$ cat src/include/mts_map.svh
// Purpose: Offsets, fields, reset values and timing counts of the sequencer
// Assumes: 25 MHz clock, 32-bit register port
// Notes: Definitions only
`ifndef MTS_MAP_SVH
`define MTS_MAP_SVH
// ----------------------------------------
// Register offsets
// ----------------------------------------
`define MTS_OFS_CTRL 8'h00
`define MTS_OFS_STATUS 8'h04
`define MTS_OFS_SETTLE 8'h08
`define MTS_OFS_TO_FIRST 8'h0C
`define MTS_OFS_TO_NEXT 8'h10
`define MTS_OFS_TO_RCV 8'h14
`define MTS_OFS_TO_SRC 8'h18
`define MTS_OFS_SW_A 8'h1C
`define MTS_OFS_SW_B 8'h20
`define MTS_OFS_STEPS 8'h24
// ----------------------------------------
// Control fields
// ----------------------------------------
`define MTS_CTRL_GO 0
`define MTS_CTRL_SRC_LO 1
`define MTS_CTRL_SRC_HI 2
`define MTS_CTRL_PACE 3
`define MTS_CTRL_FREQ 4
`define MTS_CTRL_AUX1 5
`define MTS_CTRL_AUX2 6
`define MTS_CTRL_CLR 7
`define MTS_CTRL_STOP 8
// ----------------------------------------
// Reset values and timing
// ----------------------------------------
`define MTS_SETTLE_US_RST 32'h0000_0002
`define MTS_TO_FIRST_US_RST 32'd15000000
`define MTS_TO_NEXT_US_RST 32'd10000000
`define MTS_TO_RCV_US_RST 32'd1000000
`define MTS_TO_SRC_US_RST 32'd1000000
`define MTS_CLK_MHZ 25
`define MTS_RCV_STB_NS 2000
`define MTS_SRC_STB_NS 12000
`define MTS_CLK_NS 40
`define MTS_RCV_STB_CYC ((`MTS_RCV_STB_NS) / (`MTS_CLK_NS))
`define MTS_SRC_STB_CYC ((`MTS_SRC_STB_NS) / (`MTS_CLK_NS))
`endif

$ cat src/include/mts_pkg.sv
// Purpose: Types of the sequencer
// Assumes: Nothing
// Notes: Types only
package mts_pkg;
	typedef enum logic [8:0] {
		ST_IDLE = 9'h001,
		ST_WSTART = 9'h002,
		ST_RSTB = 9'h004,
		ST_RWAIT = 9'h008,
		ST_SSTB = 9'h010,
		ST_SWAIT = 9'h020,
		ST_PACE = 9'h040,
		ST_SETTLE = 9'h080,
		ST_NEXT = 9'h100
	} mts_state_e;
	typedef logic [31:0] mts_word_t;
endpackage

$ cat src/mts_pulse.sv
// Purpose: Fixed-width strobe generator
// Assumes: One clock
// Notes: Output is registered
`timescale 1ns/1ps
module mts_pulse #(
	parameter int WIDTH = 50
) (
	input wire logic clk_i,
	input wire logic arst_n_i,
	input wire logic fire_i,
	output logic busy_o
);
	initial begin
		if (WIDTH < 1 || WIDTH > 65535) begin
			$error("mts_pulse width out of range");
		end
	end
	typedef struct packed {
		logic [15:0] cnt;
		logic busy;
	} mts_pulse_s;
	mts_pulse_s st_ff;
	mts_pulse_s nxt_st;
	always_comb begin
		nxt_st = st_ff;
		if (fire_i) begin
			nxt_st.cnt = 16'(WIDTH - 1);
			nxt_st.busy = 1'b1;
		end else if (st_ff.busy) begin
			if (st_ff.cnt == 16'h0000) begin
				nxt_st.busy = 1'b0;
			end else begin
				nxt_st.cnt = st_ff.cnt - 16'h0001;
			end
		end
	end
	always_ff @(posedge clk_i or negedge arst_n_i) begin
		if (!arst_n_i) begin
			st_ff <= '0;
		end else begin
			st_ff <= nxt_st;
		end
	end
	assign busy_o = st_ff.busy;
endmodule

$ cat src/mts_top.sv
// Purpose: Run-time measurement trigger sequencer
// Assumes: Synchronous inputs, 25 MHz clock
// Notes: Registers over a plain strobe port
//
// Behaviour
// - Run starts on host command, immediately, or on first external start pulse.
// - With external start, every start pulse arriving while waiting in ST_WSTART runs the whole sequence once.
// - After start, pulse receiver strobe then wait for receiver done.
// - On done, drive next switch entries, wait settle delay, strobe again.
// - Frequency change strobes both sources and waits for both done inputs.
// - Start pulses of 1 us to 1 ms width are accepted.
// - Receiver strobe width lies between 1 us and 3 us.
// - Settle delay is programmable and resets to 2 us.
// - Source strobe width lies between 10 us and 14 us.
// - Sequence-active output is high while a sequence runs.
// - Receiver sweep-halt may stand in for the done line.
// - Peer links carry sequence step signalling between controllers.
// - Two user TTL outputs follow the configuration, also during a run.
// - Two independent switch ports each carry their own entries.
// - Start wait times out, first 15 s, later 10 s, in microseconds.
// - Receiver done wait times out, default one second.
// - Source done wait times out, default one second.
// - Switch stepping is paced immediately or by peer triggers; immediate after reset.
//
// The placing of the registers and the strobed register port were chosen for this implementation.
`timescale 1ns/1ps
`include "mts_map.svh"
module mts_top #(
	parameter int CLK_MHZ = `MTS_CLK_MHZ,
	parameter int ENTRIES = 8
) (
	input wire logic clk_i,
	input wire logic arst_n_i,
	input wire logic [7:0] addr_i,
	input wire logic [31:0] wdata_i,
	input wire logic wr_i,
	input wire logic rd_i,
	output logic [31:0] rdata_o,
	input wire logic sequence_start_pulse_i,
	output logic receiver_strobe_out_o,
	input wire logic receiver_done_in_i,
	input wire logic receiver_halt_i,
	output logic source_a_strobe_o,
	output logic source_b_strobe_o,
	input wire logic source_a_done_i,
	input wire logic source_b_done_i,
	output logic sequence_active_out_o,
	output logic [7:0] switch_port_a_o,
	output logic [7:0] switch_port_b_o,
	output logic peer_link_a_o,
	output logic peer_link_b_o,
	input wire logic peer_link_a_i,
	input wire logic peer_link_b_i,
	output logic aux1_o,
	output logic aux2_o
);
	initial begin
		if (ENTRIES < 1 || ENTRIES > 16 || CLK_MHZ < 1 || CLK_MHZ > 255) begin
			$error("mts_top parameters out of range");
		end
	end
	// ----------------------------------------
	// State
	// ----------------------------------------
	typedef struct packed {
		mts_pkg::mts_state_e fsm;
		logic [1:0] start_src;
		logic pace_peer;
		logic freq;
		logic aux1;
		logic aux2;
		logic err;
		logic run_first;
		logic [31:0] settle_us;
		logic [31:0] to_first;
		logic [31:0] to_next;
		logic [31:0] to_rcv;
		logic [31:0] to_src;
		logic [3:0] steps;
		logic [3:0] idx;
		logic [ENTRIES-1:0][7:0] tab_a;
		logic [ENTRIES-1:0][7:0] tab_b;
		logic [31:0] us_cnt;
		logic [7:0] div;
		logic start_d;
		logic peer_d;
		logic done_d;
		logic a_seen;
		logic b_seen;
		logic [7:0] sw_a;
		logic [7:0] sw_b;
		logic active;
		logic link_a;
		logic link_b;
		logic [31:0] rdata;
	} mts_top_s;
	mts_top_s st_ff;
	mts_top_s nxt_st;
	logic rcv_fire;
	logic src_fire;
	logic rcv_busy;
	logic src_busy;
	logic tick;
	logic start_edge;
	logic peer_edge;
	logic rcv_done;
	logic done_edge;

	function automatic logic expired(input logic [31:0] cnt, input logic [31:0] lim);
		expired = (cnt >= lim);
	endfunction

	// ----------------------------------------
	// Strobe generators
	// ----------------------------------------
	mts_pulse #(.WIDTH(`MTS_RCV_STB_CYC)) u_rcv_pulse (
		.clk_i(clk_i),
		.arst_n_i(arst_n_i),
		.fire_i(rcv_fire),
		.busy_o(rcv_busy)
	);
	mts_pulse #(.WIDTH(`MTS_SRC_STB_CYC)) u_src_pulse (
		.clk_i(clk_i),
		.arst_n_i(arst_n_i),
		.fire_i(src_fire),
		.busy_o(src_busy)
	);

	assign tick = (st_ff.div == 8'(CLK_MHZ - 1));
	assign start_edge = sequence_start_pulse_i && !st_ff.start_d;
	assign peer_edge = (peer_link_a_i || peer_link_b_i) && !st_ff.peer_d;
	assign rcv_done = receiver_done_in_i || receiver_halt_i;
	assign done_edge = rcv_done && !st_ff.done_d;

	// ----------------------------------------
	// Next state
	// ----------------------------------------
	always_comb begin
		nxt_st = st_ff;
		rcv_fire = 1'b0;
		src_fire = 1'b0;
		nxt_st.start_d = sequence_start_pulse_i;
		nxt_st.peer_d = peer_link_a_i || peer_link_b_i;
		nxt_st.done_d = rcv_done;
		nxt_st.div = tick ? 8'h00 : st_ff.div + 8'h01;
		if (tick) begin
			nxt_st.us_cnt = st_ff.us_cnt + 32'h0000_0001;
		end
		nxt_st.rdata = 32'h0000_0000;
		if (rd_i) begin
			case (addr_i)
				`MTS_OFS_CTRL: nxt_st.rdata = {23'h0, 1'b0, 1'b0, st_ff.aux2, st_ff.aux1, st_ff.freq,
					st_ff.pace_peer, st_ff.start_src, 1'b0};
				`MTS_OFS_STATUS: nxt_st.rdata = {26'h0, st_ff.idx, st_ff.err, st_ff.active};
				`MTS_OFS_SETTLE: nxt_st.rdata = st_ff.settle_us;
				`MTS_OFS_TO_FIRST: nxt_st.rdata = st_ff.to_first;
				`MTS_OFS_TO_NEXT: nxt_st.rdata = st_ff.to_next;
				`MTS_OFS_TO_RCV: nxt_st.rdata = st_ff.to_rcv;
				`MTS_OFS_TO_SRC: nxt_st.rdata = st_ff.to_src;
				`MTS_OFS_STEPS: nxt_st.rdata = {28'h0, st_ff.steps};
				default: nxt_st.rdata = 32'h0000_0000;
			endcase
		end
		if (wr_i) begin
			case (addr_i)
				`MTS_OFS_CTRL: begin
					nxt_st.start_src = wdata_i[`MTS_CTRL_SRC_HI:`MTS_CTRL_SRC_LO];
					nxt_st.pace_peer = wdata_i[`MTS_CTRL_PACE];
					nxt_st.freq = wdata_i[`MTS_CTRL_FREQ];
					nxt_st.aux1 = wdata_i[`MTS_CTRL_AUX1];
					nxt_st.aux2 = wdata_i[`MTS_CTRL_AUX2];
					if (wdata_i[`MTS_CTRL_CLR]) begin
						nxt_st.err = 1'b0;
					end
				end
				`MTS_OFS_SETTLE: nxt_st.settle_us = wdata_i;
				`MTS_OFS_TO_FIRST: nxt_st.to_first = wdata_i;
				`MTS_OFS_TO_NEXT: nxt_st.to_next = wdata_i;
				`MTS_OFS_TO_RCV: nxt_st.to_rcv = wdata_i;
				`MTS_OFS_TO_SRC: nxt_st.to_src = wdata_i;
				`MTS_OFS_SW_A: nxt_st.tab_a[wdata_i[11:8] % 4'(ENTRIES)] = wdata_i[7:0];
				`MTS_OFS_SW_B: nxt_st.tab_b[wdata_i[11:8] % 4'(ENTRIES)] = wdata_i[7:0];
				`MTS_OFS_STEPS: nxt_st.steps = wdata_i[3:0];
				default: ;
			endcase
		end
		case (st_ff.fsm)
			mts_pkg::ST_IDLE: begin
				nxt_st.active = 1'b0;
				if (wr_i && addr_i == `MTS_OFS_CTRL && wdata_i[`MTS_CTRL_GO]) begin
					nxt_st.run_first = 1'b1;
					nxt_st.us_cnt = 32'h0;
					nxt_st.fsm = (wdata_i[`MTS_CTRL_SRC_HI:`MTS_CTRL_SRC_LO] == 2'h2) ? mts_pkg::ST_WSTART
						: mts_pkg::ST_RSTB;
				end else if (st_ff.start_src == 2'h1) begin
					nxt_st.fsm = mts_pkg::ST_RSTB;
				end
			end
			mts_pkg::ST_WSTART: begin
				nxt_st.active = 1'b0;
				if (start_edge) begin
					nxt_st.run_first = 1'b0;
					nxt_st.fsm = mts_pkg::ST_RSTB;
				end else if (expired(st_ff.us_cnt, st_ff.run_first ? st_ff.to_first : st_ff.to_next)) begin
					nxt_st.err = 1'b1;
					nxt_st.fsm = mts_pkg::ST_IDLE;
				end
			end
			mts_pkg::ST_RSTB: begin
				nxt_st.active = 1'b1;
				nxt_st.idx = 4'h0;
				nxt_st.sw_a = st_ff.tab_a[0];
				nxt_st.sw_b = st_ff.tab_b[0];
				nxt_st.link_a = 1'b1;
				rcv_fire = 1'b1;
				nxt_st.us_cnt = 32'h0;
				nxt_st.fsm = mts_pkg::ST_RWAIT;
			end
			mts_pkg::ST_RWAIT: begin
				if (!rcv_busy) begin
					nxt_st.link_a = 1'b0;
				end
				if (!rcv_busy && done_edge) begin
					nxt_st.us_cnt = 32'h0;
					if (st_ff.idx + 4'h1 >= st_ff.steps) begin
						nxt_st.fsm = mts_pkg::ST_NEXT;
					end else if (st_ff.freq) begin
						src_fire = 1'b1;
						nxt_st.a_seen = 1'b0;
						nxt_st.b_seen = 1'b0;
						nxt_st.fsm = mts_pkg::ST_SSTB;
					end else begin
						nxt_st.fsm = mts_pkg::ST_PACE;
					end
				end else if (expired(st_ff.us_cnt, st_ff.to_rcv)) begin
					nxt_st.err = 1'b1;
					nxt_st.fsm = mts_pkg::ST_IDLE;
				end
			end
			mts_pkg::ST_SSTB: begin
				if (!src_busy) begin
					nxt_st.fsm = mts_pkg::ST_SWAIT;
				end
			end
			mts_pkg::ST_SWAIT: begin
				nxt_st.a_seen = st_ff.a_seen || source_a_done_i;
				nxt_st.b_seen = st_ff.b_seen || source_b_done_i;
				if (nxt_st.a_seen && nxt_st.b_seen) begin
					nxt_st.fsm = mts_pkg::ST_PACE;
				end else if (expired(st_ff.us_cnt, st_ff.to_src)) begin
					nxt_st.err = 1'b1;
					nxt_st.fsm = mts_pkg::ST_IDLE;
				end
			end
			mts_pkg::ST_PACE: begin
				nxt_st.link_b = 1'b1;
				if (!st_ff.pace_peer || peer_edge) begin
					nxt_st.idx = st_ff.idx + 4'h1;
					nxt_st.sw_a = st_ff.tab_a[(st_ff.idx + 4'h1) % 4'(ENTRIES)];
					nxt_st.sw_b = st_ff.tab_b[(st_ff.idx + 4'h1) % 4'(ENTRIES)];
					nxt_st.us_cnt = 32'h0;
					nxt_st.div = 8'h00;
					nxt_st.fsm = mts_pkg::ST_SETTLE;
				end
			end
			mts_pkg::ST_SETTLE: begin
				nxt_st.link_b = 1'b0;
				if (expired(st_ff.us_cnt, st_ff.settle_us)) begin
					rcv_fire = 1'b1;
					nxt_st.us_cnt = 32'h0;
					nxt_st.fsm = mts_pkg::ST_RWAIT;
				end
			end
			mts_pkg::ST_NEXT: begin
				nxt_st.active = 1'b0;
				nxt_st.us_cnt = 32'h0;
				nxt_st.fsm = (st_ff.start_src == 2'h2) ? mts_pkg::ST_WSTART : mts_pkg::ST_IDLE;
			end
			default: nxt_st.fsm = mts_pkg::ST_IDLE;
		endcase
		if (nxt_st.fsm == mts_pkg::ST_IDLE) begin
			nxt_st.active = 1'b0;
			nxt_st.link_a = 1'b0;
			nxt_st.link_b = 1'b0;
		end
		if (wr_i && addr_i == `MTS_OFS_CTRL && wdata_i[`MTS_CTRL_STOP]) begin
			nxt_st.fsm = mts_pkg::ST_IDLE;
			nxt_st.active = 1'b0;
		end
	end

	// ----------------------------------------
	// Registers
	// ----------------------------------------
	always_ff @(posedge clk_i or negedge arst_n_i) begin
		if (!arst_n_i) begin
			st_ff <= '0;
			st_ff.fsm <= mts_pkg::ST_IDLE;
			st_ff.settle_us <= `MTS_SETTLE_US_RST;
			st_ff.to_first <= `MTS_TO_FIRST_US_RST;
			st_ff.to_next <= `MTS_TO_NEXT_US_RST;
			st_ff.to_rcv <= `MTS_TO_RCV_US_RST;
			st_ff.to_src <= `MTS_TO_SRC_US_RST;
			st_ff.steps <= 4'h1;
		end else begin
			st_ff <= nxt_st;
		end
	end

	// ----------------------------------------
	// Outputs
	// ----------------------------------------
	assign rdata_o = st_ff.rdata;
	assign receiver_strobe_out_o = rcv_busy;
	assign source_a_strobe_o = src_busy;
	assign source_b_strobe_o = src_busy;
	assign sequence_active_out_o = st_ff.active;
	assign switch_port_a_o = st_ff.sw_a;
	assign switch_port_b_o = st_ff.sw_b;
	assign peer_link_a_o = st_ff.link_a;
	assign peer_link_b_o = st_ff.link_b;
	assign aux1_o = st_ff.aux1;
	assign aux2_o = st_ff.aux2;
endmodule

$ cat config.mk
export PLATFORM = sky130hd
export DESIGN_NAME = mts_top
export DESIGN_NICKNAME = d
export VERILOG_FILES = /design/src/include/mts_pkg.sv /design/src/mts_pulse.sv /design/src/mts_top.sv
export VERILOG_INCLUDE_DIRS = /design/src /design/src/include
export SDC_FILE = /design/constraint.sdc
export NUM_CORES = 1
export LEC_CHECK = 0
export ABC_AREA = 1
export BUFFER_PORTS_ARGS = -buffer_cell sky130_fd_sc_hd__buf_4
export CORE_MARGIN = 5
export CORE_UTILIZATION = 45
export CTS_CLUSTER_SIZE = 24
export DETAILED_ROUTE_END_ITERATION = 12
export PLACE_DENSITY = 0.66
export SYNTH_ARGS = -nofsm -noshare
export SYNTH_HDL_FRONTEND = slang
export SYNTH_HIERARCHICAL = 1
export SYNTH_SLANG_ARGS = --single-unit
$ cat constraint.sdc
create_clock -name clk_i -period 3.1 [get_ports clk_i]
set_input_delay 0.465 -clock clk_i [delete_from_list [all_inputs] [get_ports clk_i]]
set_output_delay 0.465 -clock clk_i [all_outputs]
set_load 0.05 [all_outputs]
==> results_dict.tcl <==
set metrics [dict create \
    status "finished, final reports clean" \
    syn_area_um2 24400 \
    cp_slowest_cell "dfrtp_1" \
    grt_usage_pct 24.0 \
    finClkSkew_ps 23.6 \
    wl_per_cell_um 19.0 \
    end_kind "register" \
    worst-setup-path-type "register to register" \
    design_area_um2 27500 \
    crit_family "compound AO/OA/AOI/OAI gates" \
    post-cts-setup-buffers 0 \
    grt_remaining_overflow 0 \
    area_growth_syn_to_layout_pct 12.7 \
    required_ps 3630 \
    cp_cell_sequence "ha_1 -> nand2_1 -> a21oi_1 -> o21ai_0 -> nand2_1 -> a21oi_1 -> nand3_1 -> a21oi_1 -> inv_1 -> inv_1 -> buf_4 -> nand2_1 -> nor2_1" \
    post_dp_cell_area_um2 25800 \
    drt-initial-drc-count 1899 \
    ir_drop_mv 0.388 \
    htree_levels 2 \
    root_buffer "clkbuf_16" \
    synth_top_family_by_area "simple AND/OR/NAND/NOR gates" \
    critPathMaxStageDelay_ps 490 \
    ys.warnings.count 6 \
    dieWidth_um 243 \
    cp_num_buf_inv 3 \
    synth-seq-cells 443 \
    firstDrtPassIters 5 \
    start_util_pct 45.3 \
    synth_mux_area_share_pct 0.533 \
    clock_path_buffers 3 \
    p_leak_nw 13.3 \
    min_path_type "input port to register" \
    cts_tree "yes" \
    gp_congestion 0.905 \
    num_vias 20819 \
    max_freq_ghz 0.358 \
    drive_gt1_share_pct 12.1 \
    drt-total-wl_mm 71.8 \
    cts_sinks 443 \
    worst_slew_pin_slew_ps 969 \
    core_area_um2 53800 \
    ys.flop_type "dfrtp_1" \
    antenna_found_initial 3 \
    syn-num-nets 3173 \
    clkTransAtPathRegs_ps 60 \
    nFillCells 5104 \
    setup_viol 0 \
    seq_area_um2 11100 \
    synthArstFlopShare_pct 100 \
    ys_seq_area_share_pct 45.6 \
    period_needed_ps 2790 \
    drv_slew 0 \
    synth_compound_area_share_pct 15.9 \
    finalHoldViolations 0 \
    viasPerCell 5.50 \
    rsz0062_at_grt "no" \
    finalPower_mw 15.6 \
    synth_cell_type_count 63 \
    io_pins 107 \
    multi_input_area_um2 11100 \
    drc_errors 0 \
    synth.avg_cell_area_um2 8.18 \
    fin_tns_setup_ps 0 \
    maxCapViolations 0 \
    grt_pass1_vias 20591 \
    yosys.area_share.simple_pct 20.7 \
    fin_nets 3232 \
    synth-adder-area-share_pct 7.08 \
    grt_pass1_wl_mm 115 \
    cts-buffers-inserted 50 \
    synth_edf_count 0 \
    fin_crit_sh_pct 90.0 \
    cp-start-kind "register" \
    arrival_ps 3320 \
    layout_commonest_cell "nand2_1" \
    worstSkewPairLatency_ps 620 \
    synthCells 2984 \
    die-area_um2 59000 \
    die-height_um 243 \
    port_buffers 106 \
    critPathMaxFanout 7 \
    place_hpwl_mm 50.8 \
    slew_headroom_pct 35.3 \
    ant_nets 0 \
    worst_hold_slack_ps 75.6 \
    dp_cells 3685 \
    synth_xor_xnor_area_share_pct 1.29 \
    pwr_density_cell_nw_per_um2 567 \
    final_cells 3782 \
    rows 85 \
    grt_max_degree 118 \
    layout_common_cells "nand2_1, o21ai_0, dfrtp_1" \
]
==> area by class of cell <==
| class | instances | share of cell area, % |
|---|---|---|
| Multi-Input combinational cell | 2034 | 40.4 |
| Sequential cell | 443 | 40.5 |
| Antenna cell | 1 | 0.00910 |
| Clock buffer | 76 | 5.20 |
| Tap cell | 696 | 3.17 |
| Timing Repair Buffer | 174 | 5.07 |
| Clock inverter | 18 | 0.955 |
| Inverter | 340 | 4.69 |
==> path summary, 6_finish.rpt <==
check,from,endpoint,slack [ps],depth (start not counted)
hold / removal,receiver_done_in_i,st_ff[53],80,3
max in group asynchronous,arst_n_i,st_ff[112],1770,3
min in group asynchronous,arst_n_i,rdata_o[19],340,2
setup / recovery,st_ff[90],u_rcv_pulse/st_ff[3],310,13
setup reg to reg,st_ff[90],u_rcv_pulse/st_ff[3],310,13
hold reg to reg,st_ff[56],st_ff[56],470,1
==> worst register-to-register path: cells and delay by family, from the launching register on <==
family | cells | cell delay (ps)
AO/OA/AOI/OAI | 4 | 710
adder cells (fa/ha/maj) | 1 | 340
buffers and inverters | 3 | 670
flip-flops | 1 | 490
AND/OR/NAND/NOR | 5 | 520
==> where the power goes <==
part,switching (mW),internal [mW]
combinational,2.07,0.936
sequential,0.320,6.16
clock,2.50,3.62
==> per-layer routing <==
layer  vias to the layer above  track usage, %  routed length [um]
met5                         -               0                  23
met4                         4            7.84                2220
met3                       137            4.30                4770
met2                       693            38.4               32800
met1                     10068            33.4               31900
li1                       9917               -                   -
==> cells in the mapped netlist, drive strengths merged (2+ instances only) <==
cell    number  area, um^2
nand3b       8        72.6
clkbuf      83         312
or2          2        12.5
nor3b        3        22.5
o211ai       7        52.6
a221oi      32         280
nor4         6        67.6
o22ai       17         106
ha         138        1730
a21oi      108         552
buf         84         566
dfstp       35         920
o41ai        2        36.3
nand2      707        2780
o221ai      48         420
clkinv       4        21.3
nand4       36         231
xnor2       10        95.1
inv        336        1270
xor2        25         219
o21a         9        67.6
mux2i       13         130
nor2       286        1190
nand3       79         423
nor3        41         248
o21ai      433        2170
a21o         5        37.5
a31oi        6        37.5
dfrtp      408       10200
o21bai       5        37.5
a22oi        2        15.0
==> timing repair <==
| item | 4_1_cts | 5_1_grt |
|---|---|---|
| hold buffers | 2 | 0 |
| endpoints found under the hold margin | 33 | 0 |
| gates resized for setup | 0 | 0 |
==> stage by stage <==
| step | setup slack, ps | utilization [%] |
|---|---|---|
| final | 311 | 51.1 |
| after global routing | 48.6 | 51.1 |
| after CTS | 286 | 51.1 |
| after detailed placement | 285 | 47.9 |
| after global placement | 350 | 47.9 |
| after floorplan | 76.6 | - |
==> sequential cells by signal, indices dropped and copies added, names as in the netlist <==
| signal | cells |
|---|---|
| u_rcv_pulse/st_ff | 16 |
| switch_port_b_o | 8 |
| switch_port_a_o | 8 |
| u_src_pulse/busy_o | 1 |
| sequence_active_out_o | 1 |
| aux2_o | 1 |
| u_src_pulse/st_ff | 16 |
| st_ff | 356 |
| peer_link_b_o | 1 |
| peer_link_a_o | 1 |
| rdata_o | 32 |
| aux1_o | 1 |
| u_rcv_pulse/busy_o | 1 |
==> logic make-up (layout without fill, tap and decap cells) <==
| group | after synthesis | count (layout) |
|---|---|---|
| xor gates and xnor gates | 35 | 35 |
| and+or+nand+nor | 1169 | 1169 |
| DFF | 443 | 443 |
| buffers and inverters | 507 | 608 |
| AOI/OAI and AO/OA | 679 | 679 |
| muxes | 13 | 13 |
| adders and majority gates | 138 | 138 |
| other | 0 | 1 |
No activity file was read; power rests on OpenSTA's default activity.
